$ cat config.mk
export PLATFORM = sky130hd
export DESIGN_NAME = dcsm_monitor
export DESIGN_NICKNAME = d
export VERILOG_FILES = /design/src/rtl/dcsm_sync.v /design/src/rtl/dcsm_monitor.v
export VERILOG_INCLUDE_DIRS = /design/src /design/src/rtl
export SDC_FILE = /design/constraint.sdc
export NUM_CORES = 1
export LEC_CHECK = 0
export BUFFER_PORTS_ARGS = -buffer_cell sky130_fd_sc_hd__buf_4
export CAP_MARGIN = 20
export CORE_UTILIZATION = 60
export CTS_CLUSTER_SIZE = 12
export DETAILED_ROUTE_END_ITERATION = 6
export PLACE_DENSITY = 0.77
export SYNTH_ARGS = -nofsm -noshare
export SYNTH_HDL_FRONTEND = slang
export SYNTH_SLANG_ARGS = --single-unit
$ cat constraint.sdc
create_clock -name CLK -period 4.9 [get_ports CLK]
set_clock_uncertainty 0.1 [all_clocks]
set_input_delay 0.245 -clock CLK [delete_from_list [all_inputs] [get_ports CLK]]
set_output_delay 0.245 -clock CLK [all_outputs]
set_load 0.05 [all_outputs]
$ cat src/rtl/dcsm_defs.vh
`ifndef DCSM_DEFS_VH
`define DCSM_DEFS_VH
// Clock rate in Hz
`define DCSM_CLK_HZ 40000000
// Synchronization time, ms (plain default)
`define DCSM_SYNC_MS 500
// Signal interlock monitoring time, ms
`define DCSM_SIL_MS 200
// Interlock release time, ms (one second)
`define DCSM_REL_MS 1000
// Response time, ms (plain default)
`define DCSM_RESP_MS 20
// Activation delay, ms (plain default)
`define DCSM_ACT_MS 50
// Cycle counts derived from the rate
`define DCSM_SYNC_CYC ((`DCSM_CLK_HZ / 1000) * `DCSM_SYNC_MS)
`define DCSM_SIL_CYC ((`DCSM_CLK_HZ / 1000) * `DCSM_SIL_MS)
`define DCSM_REL_CYC ((`DCSM_CLK_HZ / 1000) * `DCSM_REL_MS)
`define DCSM_RESP_CYC ((`DCSM_CLK_HZ / 1000) * `DCSM_RESP_MS)
`define DCSM_ACT_CYC ((`DCSM_CLK_HZ / 1000) * `DCSM_ACT_MS)
// Counter width
`define DCSM_CNT_W 26
`endif

$ cat src/rtl/dcsm_sync.v
`timescale 1ns/10ps
// ------------------------------------------------------------
// Three-stage input synchronizer with agreement filter
// ------------------------------------------------------------
module dcsm_sync
(
   input wire clk,
   input wire srst,
   input wire din,
   output reg dout
);
   reg s1_reg; // Metastability stage, read only by s2
   reg s2_reg; // Second stage
   reg s3_reg; // Third stage

   // Shift chain; output moves once stages two and three agree
   always @(posedge clk)
   begin
      if (srst)
      begin
         s1_reg <= 1'b0;
         s2_reg <= 1'b0;
         s3_reg <= 1'b0;
         dout <= 1'b0;
      end
      else
      begin
         s1_reg <= din;
         s2_reg <= s1_reg;
         s3_reg <= s2_reg;
         if (s2_reg == s3_reg)
         begin
            dout <= s3_reg;
         end
      end
   end
endmodule

$ cat src/rtl/dcsm_monitor.v
`timescale 1ns/10ps
`include "dcsm_defs.vh"
// Contract
// - Sync mode: both channels active within window
// - No start: output stays off
// - Start met: energize within activation delay
// - Channel drop: de-energize within response time
// - Antivalent: first low, second high is active
// - Antivalent equal levels alert beyond sync time
// - Antivalent evaluation only when mode selects it
// - Second stays active past 200 ms: alert
// - First reactivates before second drops: alert now
// - Interlock clears after one second both off
// - Sync failure keeps outputs de-energized
module dcsm_monitor
#(
   parameter SYNC_CYC = `DCSM_SYNC_CYC,
   parameter SIL_CYC = `DCSM_SIL_CYC,
   parameter REL_CYC = `DCSM_REL_CYC,
   parameter RESP_CYC = `DCSM_RESP_CYC,
   parameter ACT_CYC = `DCSM_ACT_CYC
)
(
   input wire CLK,
   input wire SRST,
   input wire FIRST_CHANNEL_NO_TERMINAL,
   input wire SECOND_CHANNEL_NC_TERMINAL,
   input wire START_IN,
   input wire MODE_ANTIVALENT,
   input wire MODE_SYNC,
   input wire MODE_INTERLOCK,
   output reg SAFETY_OUT,
   output reg ALERT_EQUAL,
   output reg ALERT_INTERLOCK,
   output reg ALERT_SYNC
);
   // ------------------------------------------------------------
   // Constants
   // ------------------------------------------------------------
   localparam W = `DCSM_CNT_W;
   localparam [W-1:0] SYNC_LIM = SYNC_CYC[W-1:0];
   localparam [W-1:0] SIL_LIM = SIL_CYC[W-1:0];
   localparam [W-1:0] REL_LIM = REL_CYC[W-1:0];
   localparam [W-1:0] RESP_LIM = RESP_CYC[W-1:0];
   localparam [W-1:0] ACT_LIM = ACT_CYC[W-1:0];
   localparam [1:0] ST_OFF = 2'h0; // Run, outputs de-energized
   localparam [1:0] ST_ARM = 2'h1; // Start met, activation pending
   localparam [1:0] ST_ON = 2'h2; // Run, outputs energized

   // Saturating increment
   function [W-1:0] inc;
      input [W-1:0] v;
      begin
         inc = (v == {W{1'b1}}) ? v : v + {{(W-1){1'b0}}, 1'b1};
      end
   endfunction

   // ------------------------------------------------------------
   // Synchronizers
   // ------------------------------------------------------------
   wire t1_s; // First terminal, synchronized
   wire t2_s; // Second terminal, synchronized
   wire st_s; // Start, synchronized

   dcsm_sync u_sync1 (.clk(CLK), .srst(SRST), .din(FIRST_CHANNEL_NO_TERMINAL), .dout(t1_s));
   dcsm_sync u_sync2 (.clk(CLK), .srst(SRST), .din(SECOND_CHANNEL_NC_TERMINAL), .dout(t2_s));
   dcsm_sync u_sync3 (.clk(CLK), .srst(SRST), .din(START_IN), .dout(st_s));

   // ------------------------------------------------------------
   // Channel decode
   // ------------------------------------------------------------
   wire ch1_act; // Channel one activated
   wire ch2_act; // Channel two activated
   wire equal_lv; // Antivalent pair at equal levels

   // Antivalent: first low and second high means activated
   assign ch1_act = MODE_ANTIVALENT ? ~t1_s : t1_s;
   assign ch2_act = t2_s;
   assign equal_lv = MODE_ANTIVALENT & (t1_s == t2_s);
   wire both_act = ch1_act & ch2_act; // Whole input activated
   wire any_off = ~ch1_act | ~ch2_act; // Some channel dropped
   wire none_act = ~ch1_act & ~ch2_act; // Both channels dropped

   // ------------------------------------------------------------
   // Registers
   // ------------------------------------------------------------
   reg [1:0] state_reg; // Output state
   reg [W-1:0] eq_cnt_reg; // Equal-level time
   reg [W-1:0] syn_cnt_reg; // Time since first channel activated
   reg sync_ok_reg; // Both channels came in within window
   reg [W-1:0] sil_cnt_reg; // Time since first channel dropped
   reg sil_run_reg; // Interlock window open
   reg both_seen_reg; // Full activation seen since both last off
   reg [W-1:0] rel_cnt_reg; // Both-off time for interlock release
   reg [W-1:0] act_cnt_reg; // Activation delay
   reg [W-1:0] resp_cnt_reg; // Time since a channel dropped while on

   // ------------------------------------------------------------
   // Equal-level monitor
   // ------------------------------------------------------------
   always @(posedge CLK)
   begin
      if (SRST)
      begin
         eq_cnt_reg <= {W{1'b0}};
         ALERT_EQUAL <= 1'b0;
      end
      else if (!equal_lv)
      begin
         // Distinct levels restart the window
         eq_cnt_reg <= {W{1'b0}};
         ALERT_EQUAL <= 1'b0;
      end
      else
      begin
         eq_cnt_reg <= inc(eq_cnt_reg);
         if (eq_cnt_reg >= SYNC_LIM)
         begin
            ALERT_EQUAL <= 1'b1;
         end
      end
   end

   // ------------------------------------------------------------
   // Synchronization check
   // ------------------------------------------------------------
   always @(posedge CLK)
   begin
      if (SRST)
      begin
         syn_cnt_reg <= {W{1'b0}};
         sync_ok_reg <= 1'b0;
         both_seen_reg <= 1'b0;
         ALERT_SYNC <= 1'b0;
      end
      else if (none_act)
      begin
         // Both off: arm for a fresh activation
         syn_cnt_reg <= {W{1'b0}};
         sync_ok_reg <= 1'b0;
         both_seen_reg <= 1'b0;
         ALERT_SYNC <= 1'b0;
      end
      else if (!both_act)
      begin
         // One channel in, waiting for the other
         syn_cnt_reg <= inc(syn_cnt_reg);
         sync_ok_reg <= 1'b0;
         if (syn_cnt_reg >= SYNC_LIM)
         begin
            ALERT_SYNC <= MODE_SYNC;
         end
      end
      else
      begin
         // Only the first full activation after both off may qualify
         both_seen_reg <= 1'b1;
         if (!sync_ok_reg && !both_seen_reg && !ALERT_SYNC && syn_cnt_reg <= SYNC_LIM)
         begin
            sync_ok_reg <= 1'b1;
         end
      end
   end

   // ------------------------------------------------------------
   // Signal interlock monitor
   // ------------------------------------------------------------
   always @(posedge CLK)
   begin
      if (SRST)
      begin
         sil_cnt_reg <= {W{1'b0}};
         sil_run_reg <= 1'b0;
         rel_cnt_reg <= {W{1'b0}};
         ALERT_INTERLOCK <= 1'b0;
      end
      else if (!MODE_INTERLOCK)
      begin
         sil_run_reg <= 1'b0;
         ALERT_INTERLOCK <= 1'b0;
      end
      else
      begin
         // Window opens when exactly one channel drops from active
         if (!sil_run_reg && both_seen_reg && any_off && !none_act && !ALERT_INTERLOCK)
         begin
            sil_run_reg <= 1'b1;
            sil_cnt_reg <= {W{1'b0}};
         end
         else if (sil_run_reg)
         begin
            sil_cnt_reg <= inc(sil_cnt_reg);
            if (none_act)
            begin
               sil_run_reg <= 1'b0;
            end
            else if (both_act)
            begin
               sil_run_reg <= 1'b0;
               ALERT_INTERLOCK <= 1'b1;
            end
            else if (sil_cnt_reg >= SIL_LIM)
            begin
               sil_run_reg <= 1'b0;
               ALERT_INTERLOCK <= 1'b1;
            end
         end
         // Release needs both channels off for the full time
         if (none_act)
         begin
            rel_cnt_reg <= inc(rel_cnt_reg);
            if (ALERT_INTERLOCK && rel_cnt_reg >= REL_LIM)
            begin
               ALERT_INTERLOCK <= 1'b0;
            end
         end
         else
         begin
            rel_cnt_reg <= {W{1'b0}};
         end
      end
   end

   // ------------------------------------------------------------
   // Output state machine
   // ------------------------------------------------------------
   wire checks_ok = both_act & ~ALERT_EQUAL & ~ALERT_INTERLOCK
                    & ~(MODE_SYNC & ~sync_ok_reg);
   reg [1:0] state_next;

   always @*
   begin
      state_next = state_reg;
      case (state_reg)
         ST_OFF:
         begin
            if (st_s && checks_ok)
            begin
               state_next = ST_ARM;
            end
         end
         ST_ARM:
         begin
            if (!checks_ok)
            begin
               state_next = ST_OFF;
            end
            else if (act_cnt_reg >= ACT_LIM - 1'b1)
            begin
               state_next = ST_ON;
            end
         end
         ST_ON:
         begin
            // Start is not looked at here
            if (!checks_ok && (ALERT_EQUAL || ALERT_INTERLOCK
                || resp_cnt_reg >= RESP_LIM - 1'b1 || !both_act))
            begin
               state_next = ST_OFF;
            end
         end
         default:
         begin
            state_next = ST_OFF;
         end
      endcase
   end

   // State, delay counters and output flop
   always @(posedge CLK)
   begin
      if (SRST)
      begin
         state_reg <= ST_OFF;
         act_cnt_reg <= {W{1'b0}};
         resp_cnt_reg <= {W{1'b0}};
         SAFETY_OUT <= 1'b0;
      end
      else
      begin
         state_reg <= state_next;
         act_cnt_reg <= (state_reg == ST_ARM) ? inc(act_cnt_reg) : {W{1'b0}};
         resp_cnt_reg <= (state_reg == ST_ON && any_off) ? inc(resp_cnt_reg) : {W{1'b0}};
         SAFETY_OUT <= (state_next == ST_ON);
      end
   end
endmodule

==> flow_summary.yaml, run 1 <==
clocking:
  ctsResizeCount: 0
  clock_latency_ns: 0.44
  cts_tree: "done"
  clkSinkCount: 177
  cts_max_level: 4
  cts_buffer_depth: 2
  path_clk_slew_ns: 0.07
  clockRootBuffer: "clkbuf_16"
  cts_buffers: 17
logic_synthesis:
  syn-num-nets: 1122
  ys_types: 70
  ys_top_cells_by_area: "dfxtp_1, a21oi_1, nor2_1, nand2_1, or3_1"
  syn-cell-area_um2: 9070
  syn_inst: 1104
  yosysTopAreaCell: "dfxtp_1"
  synth_top_area_frac: 0.391
  synth_edf_count: 0
  ys_seq_elements: 177
  synthArstFlopShare: 0
  yosys_warnings: 0
  synth_common_cells: "dfxtp_1, a21oi_1, nor2_1, nand2_1, nand3_1"
  synth_most_common_cell: "dfxtp_1"
  synth-seq-area-share: 0.391
  syn_avg_cell_area_um2: 8.21
  synth_flop_cell: "dfxtp_1"
run_status:
  outcome: "finished with violations"
  violations: "DRC"
global_routing:
  grt_max_degree: 28
  grt_use_total: 0.254
  grt_first_pass_wirelength_mm: 33.2
  use_met2: 0.428
  grt.overflow.total: 0
  grt_use_met1: 0.327
  gr-max-usage-layer: "met2"
  antenna_found_initial: 0
  met3_usage: 0.0424
  first_global_vias: 7267
sta:
  setup_tns_ns: 0
  max_slew_margin: 0.289
  layout_setup_ws_ns: 2.13
  finalMaxSlewViolations: 0
  final.min_clock_period_ns: 2.77
  tightest_slew_ns: 1.06
  finalHoldViolCount: 0
  grt_setup_unrepaired: "no"
  max_clock_freq_mhz: 361
  setup_viol: 0
  fin_crit_sh: 0.565
final_layout:
  n_fill_cell: 1270
  multiInputGateArea_um2: 5240
  area_growth_pct: 8.49
  post_layout_nonfiller_instances: 1296
  num_antenna_cells: 0
  seqCellArea_um2: 3540
  fin_nets: 1117
  fin_util: 0.672
  drive_gt1_frac: 0.0585
place:
  hpwl_mm: 13.1
  dp_slack_ns: 2.09
  port_buffers: 11
  dp.cells: 1259
  gp_congestion: 0.876
detailed_routing:
  firstDrtPassIters: 7
  drc: 4
  vias: 8166
  via_per_inst: 6.30
  wl_mm: 19.4
  drtAntennaViolNets: 0
  drtIter0Drc: 546
  wl_per_cell_um: 15.0
floorplanning:
  fp-row-count: 44
  ios: 12
  start_util: 0.619
  die_x_um: 125
  die_h_um: 125
  die-area_um2: 15600
  core_area_um2: 14600
setup_path:
  arrival_ns: 3.04
  crit_buf_inv: 0
  r2r_setup_slack_ns: 2.13
  worstReg2RegEnd: "syn_cnt_reg[4]"
  cp_max_fo: 12
  max_stage_delay_ns: 0.68
  critPathTopFamily: "compound AO/OA/AOI/OAI gates"
  critPathKind: "reg -> reg"
  crit_slowest_cell: "or4_1"
  start_kind: "flip-flop"
  crit_chain: "ha_1 -> nand4_1 -> or4_1 -> o21ai_1 -> o21ai_0 -> a21oi_1"
  reg2reg_depth: 6
  crit-reg2reg-launch: "syn_cnt_reg[1]"
  crit_path_end_kind: "flip-flop"
  cp.required_ns: 5.17
power_and_ir_drop:
  internal-power_mw: 2.12
  cellLeakagePower_nw: 3.06
  combPwrFrac: 0.018
  powerDensity_nw_per_um2: 282
  p_sw_uw: 655
  seqPwrFrac: 0.521
  swShare: 0.236
  peakVddDrop_mv: 0.262
  total_power_mw: 2.77
  clkPwrFrac: 0.461
worst_hold_path:
  holdCritStartpoint: "MODE_INTERLOCK"
  min_to: "sil_run_reg"
  whs_path_depth: 3
  hp-class: "in -> reg"
run:
  cap_violations: 0
## per-stage QoR
stage | instance area, um^2 | hold WS (ns)
detailed placement | 9240 | 0.329
global placement | 9240 | 0.319
global route | 9840 | 0.0652
CTS | 9820 | 0.00134
finish | 9840 | 0.0605
floorplan | 9070 | 0.273
## layout make-up
class	count	area share
Inverter	30	0.0114
Multi-Input combinational cell	853	0.533
Sequential cell	177	0.360
Clock inverter	15	0.0128
Clock buffer	17	0.0432
Tap cell	184	0.0234
Timing Repair Buffer	20	0.0163
## repair_timing
action | 4_1_cts | 5_1_grt
hold buffers | 3 | 1
setup endpoints to repair | 0 | 0
buffers inserted | 0 | 0
endpoints found under the hold margin | 3 | 1
## layout by cell type, fill, tap and decap left out, types with 10 or more instances in the layout
master | synthesis | routed
mux2i_1 | 12 | 12
inv_1 | 30 | 30
clkbuf_16 | 0 | 17
or3_1 | 50 | 50
buf_4 | 1 | 15
and3_1 | 18 | 18
o211ai_1 | 19 | 19
nand2_1 | 84 | 84
nand4_1 | 49 | 49
nor3_1 | 30 | 30
nor4_1 | 13 | 12
ha_1 | 10 | 10
and2_1 | 12 | 12
nor2_1 | 90 | 90
o31ai_1 | 24 | 24
o21ai_0 | 49 | 49
and4_1 | 21 | 21
a21oi_1 | 91 | 91
nand3_1 | 56 | 56
a31oi_1 | 10 | 10
o21ai_1 | 21 | 20
xnor2_1 | 30 | 30
or4_1 | 39 | 39
dfxtp_1 | 177 | 177
xor2_1 | 23 | 23
## worst reg2reg max path: stages, from the launching register on
cell and delay, ns:
dfxtp_1 0.39, ha_1 0.23, nand4_1 0.23, or4_1 0.68, o21ai_1 0.68, o21ai_0 0.23, a21oi_1 0.16
## power by group through the flow
stage          sequential (mW)  combinational (mW)  clock [mW]
3_5_place_dp              1.48              0.0474           0
2_1_floorplan             1.48              0.0304           0
5_1_grt                   1.45              0.0549        1.36
6_report                  1.45              0.0498        1.28
3_3_place_gp              1.48              0.0468           0
4_1_cts                   1.45              0.0494        1.30
## kinds of logic (layout without fill, tap and decap cells)
| logic type | Yosys count | after routing | synth area share |
|---|---|---|---|
| buffers and inverters | 74 | 82 | 0.0326 |
| XOR/XNOR | 53 | 53 | 0.0512 |
| flip-flops | 177 | 177 | 0.391 |
| adder cells (fa/ha/maj) | 10 | 10 | 0.0138 |
| multiplexers | 13 | 13 | 0.0145 |
| AND/OR/NAND/NOR | 503 | 503 | 0.307 |
| AO/OA/AOI/OAI | 274 | 274 | 0.190 |
## layer usage
metal | vias to the layer above | share of wire
met5 | - | 0
met4 | 0 | 0.017
met3 | 30 | 0.035
met2 | 148 | 0.47
met1 | 3827 | 0.47
li1 | 4161 | -
## worst max path at each step
stage | startpoint | endpoint | slack [ns] | cells past startpoint
after floorplan | syn_cnt_reg[1] | syn_cnt_reg[1] | 2.65 | 8
after global placement | act_cnt_reg[15] | act_cnt_reg[1] | 2.16 | 5
after detailed placement | act_cnt_reg[13] | act_cnt_reg[5] | 2.09 | 5
after CTS | act_cnt_reg[12] | act_cnt_reg[5] | 2.09 | 5
after global routing | syn_cnt_reg[1] | syn_cnt_reg[4] | 1.92 | 6
final | syn_cnt_reg[1] | syn_cnt_reg[4] | 2.13 | 6
Note: power is estimated with default switching activity, not from simulation.
==> run 2: changes to the inputs <==
clock period = 2.8 ns   (was 4.9 ns; I/O delays follow)
==> run 2 against run 1 <==
The flow still finishes with violations (DRC); global-route usage is 1.2 points higher; non-clock buffer count grew 18; final area rose by 2.1%; combinational power up 93%; first-iteration DRC count increased by 12%; utilization is 1.4 points higher; worst hold slack improved by 0.11 ns; worst setup slack got worse by 1.8 ns; register-to-register slack lost 1.8 ns; sequential share of layout area is 0.73 points lower; sequential power up 74%; flip-flop and latch count unchanged; critical path type unchanged.
==> flow_summary.yaml, run 2 (synthesis gave the netlist of run 1 again) <==
final_layout:
  num_antenna_cells: 0
  final_common_cell: "dfxtp_1"
  area_growth_pct: 10.7
  drive_gt1_frac: 0.0690
  fin_util: 0.686
  fin_nets: 1135
  seqCellArea_um2: 3540
  n_fill_cell: 1197
  post_layout_nonfiller_instances: 1314
  mostFrequentLayoutCells: "dfxtp_1, a21oi_1, nor2_1"
  multiInputGateArea_um2: 5240
run_status:
  outcome: "finished with violations"
  violations: "DRC"
floorplanning:
  core_area_um2: 14600
  die_h_um: 125
  fp-row-count: 44
  start_util: 0.619
  die-area_um2: 15600
  ios: 12
  die_x_um: 125
clocking:
  cts_buffer_depth: 2
  ctsResizeCount: 0
  clock_latency_ns: 0.43
  clockRootBuffer: "clkbuf_16"
  cts_buffers: 17
  cts_tree: "done"
  cts_setup_buffers: 0
  postCtsHoldBufs: 9
  cts_max_level: 4
  clkSinkCount: 177
  path_clk_slew_ns: 0.07
global_routing:
  grt_first_pass_wirelength_mm: 34.7
  grt.overflow.total: 0
  first_global_vias: 7561
  grt_use_total: 0.266
  grt_max_degree: 27
  antenna_found_initial: 0
setup_path:
  arrival_ns: 2.65
  critPathKind: "reg -> reg"
  crit_path_end_kind: "flip-flop"
  start_kind: "flip-flop"
  cp.required_ns: 3.02
  cp_max_fo: 26
sta:
  setup_tns_ns: 0
  tightest_slew_ns: 0.808
  layout_setup_ws_ns: 0.366
  grt_setup_unrepaired: "no"
  finalMaxSlewViolations: 0
  max_clock_freq_mhz: 411
  finalHoldViolCount: 0
  setup_viol: 0
  max_slew_margin: 0.457
  final.min_clock_period_ns: 2.43
  fin_crit_sh: 0.869
worst_hold_path:
  hp-class: "in -> reg"
run:
  cap_violations: 0
detailed_routing:
  wl_per_cell_um: 15.2
  firstDrtPassIters: 7
  wl_mm: 20.0
  drtIter0Drc: 612
  vias: 8277
  drtAntennaViolNets: 0
  via_per_inst: 6.30
  drc: 4
place:
  dp_slack_ns: 0.391
  gp_congestion: 0.841
  dp.cells: 1273
  hpwl_mm: 13.5
  port_buffers: 11
power_and_ir_drop:
  total_power_mw: 5.08
  cellLeakagePower_nw: 3.19
  powerDensity_nw_per_um2: 506
  peakVddDrop_mv: 0.445
run 2: cell types whose count changed in the layout (fill, tap and decap cells not counted), sizes merged:
cell / before / now
buf: 15 / 29
dlygate4sd3: 4 / 9
bufinv: 0 / 3
inv: 36 / 33
clkinv: 5 / 7
clkinvlp: 4 / 2
clkbuf: 18 / 17
run 2: area by class of cell:
class                           instances  area share
Clock buffer                           17      0.0424
Multi-Input combinational cell        853       0.522
Clock inverter                         15      0.0181
Timing Repair Buffer                   38      0.0307
Inverter                               30      0.0112
Tap cell                              184      0.0229
Sequential cell                       177       0.353
run 2: worst paths after layout:
check | slack [ns] | startpoint | end | depth (start not counted)
min | 0.17 | MODE_ANTIVALENT | both_seen_reg | 5
min reg2reg | 0.34 | u_sync3.s1_reg | u_sync3.s2_reg | 1
max | 0.37 | syn_cnt_reg[1] | syn_cnt_reg[9] | 7
max reg2reg | 0.37 | syn_cnt_reg[1] | syn_cnt_reg[9] | 7
run 2: worst max-delay path, cell delays in order, from the launching register on:
cell and delay (ns):
dfxtp_1 0.40, ha_1 0.25, nand4_1 0.24, or4_1 0.69, o21ai_2 0.17, buf_4 0.26
or3_1 0.15, a21oi_1 0.06
run 2: metal layers:
layer  up-vias  global-route usage  routed length (um)
li1       4200                   -                   -
met1      3876               0.342                9460
met2       167               0.441                9510
met3        34              0.0582                 739
met4         0              0.0925                 300
met5         -                   0                   0
run 2: power breakdown:
part	total [mW]	internal [mW]	switching, mW
logic	0.0959	0.0347	0.0611
registers	2.53	2.53	0.00674
clock network	2.46	1.41	1.04
total	5.08	3.97	1.11
run 2: through the flow:
step	instance area, um^2	hold WS [ns]
after floorplan	9070	0.168
final	10000	0.175
after detailed placement	9340	0.272
after global placement	9340	0.263
after CTS	10000	0.166
after global routing	10000	0.210
